$ cat config.mk
export PLATFORM = sky130hd
export DESIGN_NAME = dots_dev_flat
export DESIGN_NICKNAME = d
export VERILOG_FILES = /design/src/hdl/dots_pkg.sv /design/src/hdl/dots_if.sv /design/src/hdl/dots_dev.sv /design/src/hdl/dots_delay.sv /design/src/flat_wrapper.sv
export SDC_FILE = /design/constraint.sdc
export NUM_CORES = 1
export LEC_CHECK = 0
export CAP_MARGIN = 20
export CELL_PAD_IN_SITES_DETAIL_PLACEMENT = 0
export CELL_PAD_IN_SITES_GLOBAL_PLACEMENT = 1
export CORE_MARGIN = 10
export CORE_UTILIZATION = 55
export CTS_BUF_LIST = sky130_fd_sc_hd__clkbuf_16
export DETAILED_ROUTE_END_ITERATION = 7
export DONT_BUFFER_PORTS = 1
export GPL_TIMING_DRIVEN = 0
export MAX_ROUTING_LAYER = met4
export PLACE_DENSITY = 0.88
export SLEW_MARGIN = 20
export SYNTH_ARGS = -nofsm -noshare
export SYNTH_HDL_FRONTEND = slang
export SYNTH_SLANG_ARGS = --single-unit
$ cat constraint.sdc
create_clock -name clk_sys_in -period 5.4 [get_ports clk_sys_in]
set_input_delay 1.35 -clock clk_sys_in [delete_from_list [all_inputs] [get_ports clk_sys_in]]
set_output_delay 1.35 -clock clk_sys_in [all_outputs]
set_load 0.02 [all_outputs]
$ cat src/hdl/dots_pkg.sv
// package of shared constants and types for the termination and bank command logic
package dots_pkg;
	// command encoding as {cs_n, ras_n, cas_n, we_n}
	localparam logic [3:0] CMD_ACT = 4'h3;
	localparam logic [3:0] CMD_RD = 4'h5;
	localparam logic [3:0] CMD_WR = 4'h4;
	localparam logic [3:0] CMD_PRE = 4'h2;
	localparam logic [3:0] CMD_MRS = 4'h0;
	localparam logic [3:0] CMD_NOP = 4'h7;
	// extended mode register one field positions, plus the mode register slow-exit bit
	localparam int EMR_RTT_LO = 2;
	localparam int EMR_AL_LO = 3;
	localparam int EMR_RTT_HI = 6;
	localparam int EMR_DQS_DIS = 10;
	localparam int EMR_RDQS_EN = 11;
	localparam int MR_PD_SLOW = 12;
	// termination value selection
	localparam logic [1:0] RTT_OFF = 2'h0;
	localparam logic [1:0] RTT_75 = 2'h1;
	localparam logic [1:0] RTT_150 = 2'h2;
	localparam logic [1:0] RTT_50 = 2'h3;
	// termination delays in half clock cycles
	localparam int ODT_ON_HALF = 4;
	localparam int ODT_OFF_HALF = 5;
	// slower power-down timings, in cycles at the device clock
	localparam int ODT_PD_ON_CYC = 3;
	localparam int ODT_PD_OFF_CYC = 4;
	// power-down window latencies
	localparam int ANPD_CYC = 3;
	localparam int AXPD_CYC = 8;
	localparam int AL_MAX = 6;
	localparam int CCD_BL4 = 2;
	localparam int CCD_BL8 = 4;
	localparam logic [2:0] BA_EMR1 = 3'h1;
	localparam logic [2:0] BA_EMR3 = 3'h3;
	localparam logic [2:0] BA_MR = 3'h0;
	localparam int ROW_W = 14;
	localparam int BANKS = 8;
	typedef enum logic [1:0] {DOTS_ACTIVE, DOTS_PDOWN, DOTS_SREF} dots_pwr_t;
endpackage : dots_pkg

$ cat src/hdl/dots_if.sv
// interface joining the controller end to the memory device end
`timescale 1ns/1ps
interface dots_if;
	logic cs_n;
	logic ras_n;
	logic cas_n;
	logic we_n;
	logic [2:0] ba;
	logic [13:0] addr;
	logic odt;
	logic cke;
	modport ctrl (output cs_n, ras_n, cas_n, we_n, ba, addr, odt, cke);
	modport dev (input cs_n, ras_n, cas_n, we_n, ba, addr, odt, cke);
endinterface : dots_if

$ cat src/hdl/dots_dev.sv
// memory device end: termination control and bank command acceptance
//Contract
//- controller clears third extended register on init
//- termination switches on every data-side pin
//- termination obeys odt, off in self refresh
//- controller enables termination via rtt field
//- rtt field picks 75, 150, 50 ohm
//- strobe, read strobe, mask termination per bits
//- termination turns on two cycles after odt
//- termination turns off 2.5 cycles after odt; the device turns it off after 3
//- power-down window uses slower termination timing
//- controller spaces odt change before power-down
//- controller waits after power-down exit; its exit gap only holds back power-down re-entry, requests are taken at once
//- slow-exit bit clear keeps fixed timings
//- activate decode opens the addressed bank
//- row address width follows organisation
//- column command accepted cycle after activate
//- additive latency zero to six delays issue
//- controller activates before access, precharges before reactivate
//- controller spaces activates by row timings
//- column command decode, we selects read/write
//- burst four column spacing two clocks
//- burst eight column spacing four clocks
//- a10 disables complement strobe, a11 enables read strobe
`timescale 1ns/1ps
module dots_dev #(
	parameter bit X16 = 1'b0
) (
	input wire logic clk_sys_in,
	input wire logic nrst_in,
	input wire logic ce_in,
	dots_if.dev bus,
	input wire logic self_refresh_in,
	output logic [1:0] rtt_sel_out,
	output logic term_dq_out,
	output logic term_dqs_n_out,
	output logic term_rdqs_out,
	output logic term_rdqs_n_out,
	output logic term_dm_out,
	output logic rd_issue_out,
	output logic wr_issue_out,
	output logic [2:0] issue_bank_out,
	output logic [dots_pkg::BANKS-1:0] bank_open_out,
	output logic [dots_pkg::ROW_W-1:0] act_row_out,
	output logic spacing_err_out
);
	import dots_pkg::*;
	logic [3:0] cmd;
	logic [13:0] emr1_q;
	logic [13:0] mr_q;
	logic [6:0] odt_tap;
	logic odt_on_d;
	logic odt_off_d;
	logic term_d;
	logic term_q;
	logic half_q;
	logic cke_q;
	logic [3:0] pd_win_q;
	logic [6:0] rd_tap;
	logic [6:0] wr_tap;
	logic [2:0] ba_tap [0:AL_MAX];
	logic [2:0] al;
	logic [2:0] ccd_cnt_q;
	logic pd_slow;
	logic al_rd;
	logic al_wr;
	logic [2:0] al_ba;
	dots_pwr_t pwr_q;
	assign cmd = {bus.cs_n, bus.ras_n, bus.cas_n, bus.we_n};
	assign al = emr1_q[EMR_AL_LO+2:EMR_AL_LO];
	// mode registers captured on register set commands
	always_ff @(posedge clk_sys_in or negedge nrst_in) begin
		if (!nrst_in) begin
			emr1_q <= '0;
			mr_q <= '0;
		end else if (ce_in && cmd == CMD_MRS) begin
			if (bus.ba == BA_EMR1) begin
				emr1_q <= bus.addr;
			end else if (bus.ba == BA_MR) begin
				mr_q <= bus.addr;
			end
		end
	end
	// power state from clock enable and self refresh
	always_ff @(posedge clk_sys_in or negedge nrst_in) begin
		if (!nrst_in) begin
			pwr_q <= DOTS_ACTIVE;
			cke_q <= 1'b1;
			pd_win_q <= '0;
		end else if (ce_in) begin
			cke_q <= bus.cke;
			case (1'b1)
				self_refresh_in: pwr_q <= DOTS_SREF;
				!bus.cke: pwr_q <= DOTS_PDOWN;
				default: pwr_q <= DOTS_ACTIVE;
			endcase
			// window around entry and exit where slow timing applies
			if (cke_q != bus.cke) begin
				pd_win_q <= bus.cke ? 4'(AXPD_CYC) : 4'(ANPD_CYC);
			end else if (pd_win_q != '0) begin
				pd_win_q <= pd_win_q - 4'h1;
			end
		end
	end
	// odt sampled each rising edge and delayed
	dots_delay #(.DEPTH(7)) u_odt (
		.clk_sys_in(clk_sys_in),
		.nrst_in(nrst_in),
		.en_in(ce_in),
		.d_in(bus.odt),
		.tap_out(odt_tap)
	);
	// slow timing in power-down and in its entry and exit window, only when bit is set
	assign pd_slow = mr_q[MR_PD_SLOW] && (pwr_q == DOTS_PDOWN || pd_win_q != '0);
	assign odt_on_d = pd_slow ? odt_tap[ODT_PD_ON_CYC-1] : odt_tap[ODT_ON_HALF/2-1];
	assign odt_off_d = pd_slow ? odt_tap[ODT_PD_OFF_CYC-1] : odt_tap[ODT_OFF_HALF/2-1];
	// turn on at two cycles; turn off one whole cycle after the two-cycle tap
	always_comb begin
		term_d = term_q;
		if (odt_on_d && !term_q) begin
			term_d = 1'b1;
		end else if (!odt_off_d && term_q && half_q) begin
			term_d = 1'b0;
		end
		if (pwr_q == DOTS_SREF || self_refresh_in) begin
			term_d = 1'b0;
		end
	end
	// termination state; turn-off waits an extra cycle to stand for the half
	always_ff @(posedge clk_sys_in or negedge nrst_in) begin
		if (!nrst_in) begin
			term_q <= 1'b0;
			half_q <= 1'b0;
		end else if (ce_in) begin
			half_q <= term_q && !odt_off_d && !half_q;
			term_q <= term_d;
		end
	end
	// per-pin termination enables
	always_ff @(posedge clk_sys_in or negedge nrst_in) begin
		if (!nrst_in) begin
			rtt_sel_out <= RTT_OFF;
			term_dq_out <= 1'b0;
			term_dqs_n_out <= 1'b0;
			term_rdqs_out <= 1'b0;
			term_rdqs_n_out <= 1'b0;
			term_dm_out <= 1'b0;
		end else if (ce_in) begin
			rtt_sel_out <= {emr1_q[EMR_RTT_HI], emr1_q[EMR_RTT_LO]};
			term_dq_out <= term_d && ({emr1_q[EMR_RTT_HI], emr1_q[EMR_RTT_LO]} != RTT_OFF);
			term_dqs_n_out <= term_d && !emr1_q[EMR_DQS_DIS] && (emr1_q[EMR_RTT_HI] | emr1_q[EMR_RTT_LO]);
			term_rdqs_out <= !X16 && term_d && emr1_q[EMR_RDQS_EN] && (emr1_q[EMR_RTT_HI] | emr1_q[EMR_RTT_LO]);
			term_rdqs_n_out <= !X16 && term_d && emr1_q[EMR_RDQS_EN] && !emr1_q[EMR_DQS_DIS]
				&& (emr1_q[EMR_RTT_HI] | emr1_q[EMR_RTT_LO]);
			term_dm_out <= term_d && (X16 || !emr1_q[EMR_RDQS_EN]) && (emr1_q[EMR_RTT_HI] | emr1_q[EMR_RTT_LO]);
		end
	end
	// column commands delayed by additive latency
	dots_delay #(.DEPTH(AL_MAX+1)) u_rd (
		.clk_sys_in(clk_sys_in),
		.nrst_in(nrst_in),
		.en_in(ce_in),
		.d_in(cmd == CMD_RD),
		.tap_out(rd_tap)
	);
	dots_delay #(.DEPTH(AL_MAX+1)) u_wr (
		.clk_sys_in(clk_sys_in),
		.nrst_in(nrst_in),
		.en_in(ce_in),
		.d_in(cmd == CMD_WR),
		.tap_out(wr_tap)
	);
	// bank addresses kept alongside the delayed commands
	always_ff @(posedge clk_sys_in or negedge nrst_in) begin
		if (!nrst_in) begin
			for (int i = 0; i <= AL_MAX; i++) begin
				ba_tap[i] <= '0;
			end
		end else if (ce_in) begin
			ba_tap[0] <= bus.ba;
			for (int i = 1; i <= AL_MAX; i++) begin
				ba_tap[i] <= ba_tap[i-1];
			end
		end
	end
	// select issue point: zero latency uses the live command
	always_comb begin
		al_rd = (cmd == CMD_RD);
		al_wr = (cmd == CMD_WR);
		al_ba = bus.ba;
		if (al != 3'h0 && al <= 3'(AL_MAX)) begin
			al_rd = rd_tap[al-3'h1];
			al_wr = wr_tap[al-3'h1];
			al_ba = ba_tap[al-3'h1];
		end
	end
	// internal issue pulses and bank state
	always_ff @(posedge clk_sys_in or negedge nrst_in) begin
		if (!nrst_in) begin
			rd_issue_out <= 1'b0;
			wr_issue_out <= 1'b0;
			issue_bank_out <= '0;
			bank_open_out <= '0;
			act_row_out <= '0;
		end else if (ce_in) begin
			rd_issue_out <= al_rd;
			wr_issue_out <= al_wr;
			issue_bank_out <= al_ba;
			if (cmd == CMD_ACT) begin
				bank_open_out[bus.ba] <= 1'b1;
				act_row_out <= X16 ? {1'b0, bus.addr[12:0]} : bus.addr;
			end else if (cmd == CMD_PRE) begin
				if (bus.addr[10]) begin
					bank_open_out <= '0;
				end else begin
					bank_open_out[bus.ba] <= 1'b0;
				end
			end
		end
	end
	// column spacing check, burst length from mode register bits 2:0
	always_ff @(posedge clk_sys_in or negedge nrst_in) begin
		if (!nrst_in) begin
			ccd_cnt_q <= '0;
			spacing_err_out <= 1'b0;
		end else if (ce_in) begin
			if (cmd == CMD_RD || cmd == CMD_WR) begin
				spacing_err_out <= ccd_cnt_q != '0;
				ccd_cnt_q <= (mr_q[2:0] == 3'h3) ? 3'(CCD_BL8 - 1) : 3'(CCD_BL4 - 1);
			end else begin
				spacing_err_out <= 1'b0;
				if (ccd_cnt_q != '0) begin
					ccd_cnt_q <= ccd_cnt_q - 3'h1;
				end
			end
		end
	end
endmodule : dots_dev

$ cat src/hdl/dots_delay.sv
// delay line of one bit, used for additive latency and termination timing
`timescale 1ns/1ps
module dots_delay #(
	parameter int DEPTH = 8
) (
	input wire logic clk_sys_in,
	input wire logic nrst_in,
	input wire logic en_in,
	input wire logic d_in,
	output logic [DEPTH-1:0] tap_out
);
	// shift register, tap k holds the input of k+1 cycles ago
	always_ff @(posedge clk_sys_in or negedge nrst_in) begin
		if (!nrst_in) begin
			tap_out <= '0;
		end else if (en_in) begin
			tap_out <= {tap_out[DEPTH-2:0], d_in};
		end
	end
endmodule : dots_delay

$ cat src/flat_wrapper.sv
// flat-port wrapper written by rule: the top's interface ports become plain ports
module dots_dev_flat import dots_pkg::*;
#(
	parameter bit X16 = 1'b0
)
  (clk_sys_in, nrst_in, ce_in, self_refresh_in, rtt_sel_out, term_dq_out, term_dqs_n_out, term_rdqs_out, term_rdqs_n_out, term_dm_out, rd_issue_out, wr_issue_out, issue_bank_out, bank_open_out, act_row_out, spacing_err_out, bus_cs_n, bus_ras_n, bus_cas_n, bus_we_n, bus_ba, bus_addr, bus_odt, bus_cke);
  dots_if bus_i ();
  input wire logic clk_sys_in;
  input wire logic nrst_in;
  input wire logic ce_in;
  input wire logic self_refresh_in;
  output logic [1:0] rtt_sel_out;
  output logic term_dq_out;
  output logic term_dqs_n_out;
  output logic term_rdqs_out;
  output logic term_rdqs_n_out;
  output logic term_dm_out;
  output logic rd_issue_out;
  output logic wr_issue_out;
  output logic [2:0] issue_bank_out;
  output logic [dots_pkg::BANKS-1:0] bank_open_out;
  output logic [dots_pkg::ROW_W-1:0] act_row_out;
  output logic spacing_err_out;
  input wire logic [$bits(bus_i.cs_n)-1:0] bus_cs_n;
  input wire logic [$bits(bus_i.ras_n)-1:0] bus_ras_n;
  input wire logic [$bits(bus_i.cas_n)-1:0] bus_cas_n;
  input wire logic [$bits(bus_i.we_n)-1:0] bus_we_n;
  input wire logic [$bits(bus_i.ba)-1:0] bus_ba;
  input wire logic [$bits(bus_i.addr)-1:0] bus_addr;
  input wire logic [$bits(bus_i.odt)-1:0] bus_odt;
  input wire logic [$bits(bus_i.cke)-1:0] bus_cke;
  assign bus_i.cs_n = bus_cs_n;
  assign bus_i.ras_n = bus_ras_n;
  assign bus_i.cas_n = bus_cas_n;
  assign bus_i.we_n = bus_we_n;
  assign bus_i.ba = bus_ba;
  assign bus_i.addr = bus_addr;
  assign bus_i.odt = bus_odt;
  assign bus_i.cke = bus_cke;
  dots_dev #(.X16(X16)) u_core (.clk_sys_in(clk_sys_in), .nrst_in(nrst_in), .ce_in(ce_in), .bus(bus_i), .self_refresh_in(self_refresh_in), .rtt_sel_out(rtt_sel_out), .term_dq_out(term_dq_out), .term_dqs_n_out(term_dqs_n_out), .term_rdqs_out(term_rdqs_out), .term_rdqs_n_out(term_rdqs_n_out), .term_dm_out(term_dm_out), .rd_issue_out(rd_issue_out), .wr_issue_out(wr_issue_out), .issue_bank_out(issue_bank_out), .bank_open_out(bank_open_out), .act_row_out(act_row_out), .spacing_err_out(spacing_err_out));
endmodule
==> summary.txt <==
Status
  – Outcome: completed

STA
  – Final worst path period need: 2.55 ns
  – Setup slack after layout: between 2 and 3 ns
  – F_max: slightly below 400 MHz
  – Ratio of final minimum period to clock period: between 40% and 50%
  – Setup TNS: 0 ns
  – Least-Margin Pin Slew: approximately 0.75 ns
  – Final setup violation count: 0
  – Max-slew headroom: around half
  – Max Clock Skew: between 0.015 and 0.02 ns
  – RSZ-0062 raised after global routing: false
  – Final Hold Fails: 0
  – Max-slew violations: 0

Setup path
  – Crit. Startpoint: ce_in
  – Crit Path Category: in -> reg
  – Reg-to-reg critical path endpoint: u_core.issue_bank_out[1]
  – CP startpoint kind: input pin
  – Req. time, crit path: around 5.7 ns
  – Worst R2R Start: u_core.emr1_q[3]
  – R2R setup slack: 2.87 ns
  – CP endpoint kind: register
  – CP max stage cell: buf_1
  – Crit-path cells: clkbuf_1, buf_2, buf_1, nand3_1, o21ai_1
  – Crit path DAT: between 2 and 3 ns
  – CP peak stage delay: 0.43 ns
  – FF-to-FF path depth: 7
  – Worst-path fanout max: 10

Global routing
  – M3 GR Usage: under 10%
  – Largest net degree at the start of global routing: 98
  – Initial antenna violation count: 0
  – First-pass GRT wire length: 15400 µm
  – Total GRT Usage: 16.9%
  – Vias in the first global route: between 2000 and 3000
  – Met2 Resource Use GR: between 20% and 30%
  – Busiest layer in global routing: met2
  – M1 GR Usage: between 20% and 30%
  – Remaining Overflow, GRT: 0

Clock tree
  – Clk buf depth: 2
  – H-tree Lvls: 3
  – CTS Buf Count: 9
  – Clock latency on the worst-skew pair: roughly 0.35 ns
  – Post-CTS setup buffers: 0
  – Root Driver: clkbuf_16
  – # resized after CTS: 0
  – Clock-pin slew on the worst setup and hold paths: about 0.080 ns
  – Hold-fix buffers, CTS: 0
  – Sink Count: slightly below 100
  – CTS tree: done

Cells and area
  – Layout cells sized above 1: 9.97%
  – Nets: between 300 and 400
  – Layout area overhead: 10.0%
  – Area of the multi-input gates: between 1500 and 2000 µm²
  – Register Area: between 2000 and 2500 µm²
  – Fillers: 634
  – Ant diodes: 0

Drt
  – Wirelength per Cell: 20.4 µm
  – Routed wire length: just under 10000 µm
  – Vias: 2810
  – Drt drc: 0
  – TritonRoute pass-1 iters: 4
  – Avg Vias per Cell: approximately 6
  – DR iter-0 viols: 152
  – Antenna Violating Nets Remaining: 0

Synth
  – Post-synth top cells: dfrtp_1, mux2_1, inv_1
  – Syn_area_per_cell: around 12 µm²
  – Mapped Cells: 355
  – Count leader, synth: dfrtp_1
  – Top cell type's share of synthesized area: 54.1%
  – Async SR Flop Fraction: 100%
  – EDFF count, synth: 0
  – Post-synth cell types: 49
  – Seq cells post-synth: 97
  – Yosys warns: 0
  – Seq/Total Area, Yosys: 54.7%
  – Ys flop type: dfrtp_1
  – Largest area contributor in the netlist: dfrtp_1
  – Mapped Nets: roughly 390
  – Post-synthesis cell area: roughly 4400 µm²
  – Synth area leaders: dfrtp_1, mux2_1, ha_1

Power
  – Leakage power: around 2.2 nW
  – Power Dens Cells: roughly 410 nW/µm²
  – Worst vdd ir: ~0.26 mV

Placed design
  – Final Wtd Congestion: between 0.8 and 0.9
  – Setup WS pre-CTS: 2.52 ns
  – Port buffer count: 0
  – Post-DP HPWL: ~6700 µm

Floorplanning
  – Chip width: about 110 µm
  – Row count: 32
  – Die Y: ~110 µm
  – Initial Util: 57.1%
  – Die area: between 10000 and 15000 µm²
  – Core footprint: slightly below 8000 µm²
  – Io pins: 62

Min path
  – Worst hold path cell count: 1
  – HP Start: u_core.ccd_cnt_q[0]
  – End point of the worst hold path: u_core.ccd_cnt_q[0]
  – Hold Crit Class: reg -> reg

Flow run
  – Max Cap Violations: 0
[per-stage QoR]
step                      cells  cell area [µm²]  hold slack [ns]  power [W]  utilization (%)
after floorplan             355             4440            0.443    0.00125                -
after global placement      457             4560            0.463    0.00132             58.8
after detailed placement    457             4570            0.468    0.00134             58.8
after CTS                   473             4880            0.490    0.00199             62.8
after global routing        473             4880            0.504    0.00208             62.8
final                       473             4880            0.489    0.00198             62.8
[worst max-delay path by stage]
| stage | to | slack, ns | cells after the start |
|---|---|---|---|
| finish | u_core.spacing_err_out | 2.85 | 5 |
| detailed placement | u_core.ba_tap[1] | 2.52 | 3 |
| CTS | u_core.issue_bank_out[1] | 2.82 | 7 |
| global route | u_core.spacing_err_out | 2.69 | 5 |
| floorplan | u_core.act_row_out[0] | 2.86 | 5 |
| global placement | u_core.ccd_cnt_q[1] | 2.49 | 3 |
[worst max-delay path, delay by kind of cell]
family | cells | cell delay [ns]
buf+inv | 3 | 1.17
simple gates | 1 | 0.18
compound gates | 1 | 0.12
[final cells by class]
class,count,share of cell area [%]
Sequential cell,97,49.8
Clock buffer,9,4.61
Multi-Input combinational cell,218,37.7
Clock inverter,7,1.77
Buffer,19,1.87
Tap cell,102,2.61
Inverter,21,1.67
[cell families after synthesis]
family / after synthesis / synth area share [%]
flip-flops: 97 / 54.7
AO/OA/AOI/OAI: 66 / 9.59
multiplexers: 80 / 21.7
AND/OR/NAND/NOR: 64 / 7.84
XOR/XNOR: 2 / 0.564
buffers and inverters: 40 / 3.89
adder cells (fa/ha/maj): 6 / 1.69
[power by group]
| group | leakage (nW) | internal, W | total [W] | switching [W] |
|---|---|---|---|---|
| Combinational | 0.803 | 0.000162 | 0.000323 | 0.000161 |
| Sequential | 1.23 | 0.000857 | 0.00101 | 0.000154 |
| Clock | 0.150 | 0.000331 | 0.000646 | 0.000315 |
| Total | 2.19 | 0.00135 | 0.00198 | 0.000630 |
[cell usage in the layout, fill, tap and decap left out, types with 7 or more instances in the layout]
cell	Yosys	final
nand2_1	16	16
clkbuf_1	11	11
o21ai_1	12	12
nand2b_1	7	7
dfrtp_1	96	96
mux2_1	67	67
a21oi_1	13	13
nor2_1	9	9
nor2b_1	7	7
clkbuf_16	0	9
inv_1	20	20
[state kept, by name, summed over array words and instances (netlist names), 2 cells and up]
name	count
u_core.act_row_out	14
u_core.ba_tap	21
u_core.bank_open_out	8
u_core.ccd_cnt_q	3
u_core.emr1_q	7
u_core.issue_bank_out	3
u_core.mr_q	4
u_core.pd_win_q	4
u_core.pwr_q	2
u_core.rtt_sel_out	2
u_core.u_odt.tap_out	4
u_core.u_rd.tap_out	7
u_core.u_wr.tap_out	7
[per-layer routing]
layer,wire length [µm],up-vias
met5,0,-
met4,181,0
met3,494,13
met2,4880,54
met1,4100,1447
li1,-,1296
(Power assumes the default switching activity.)
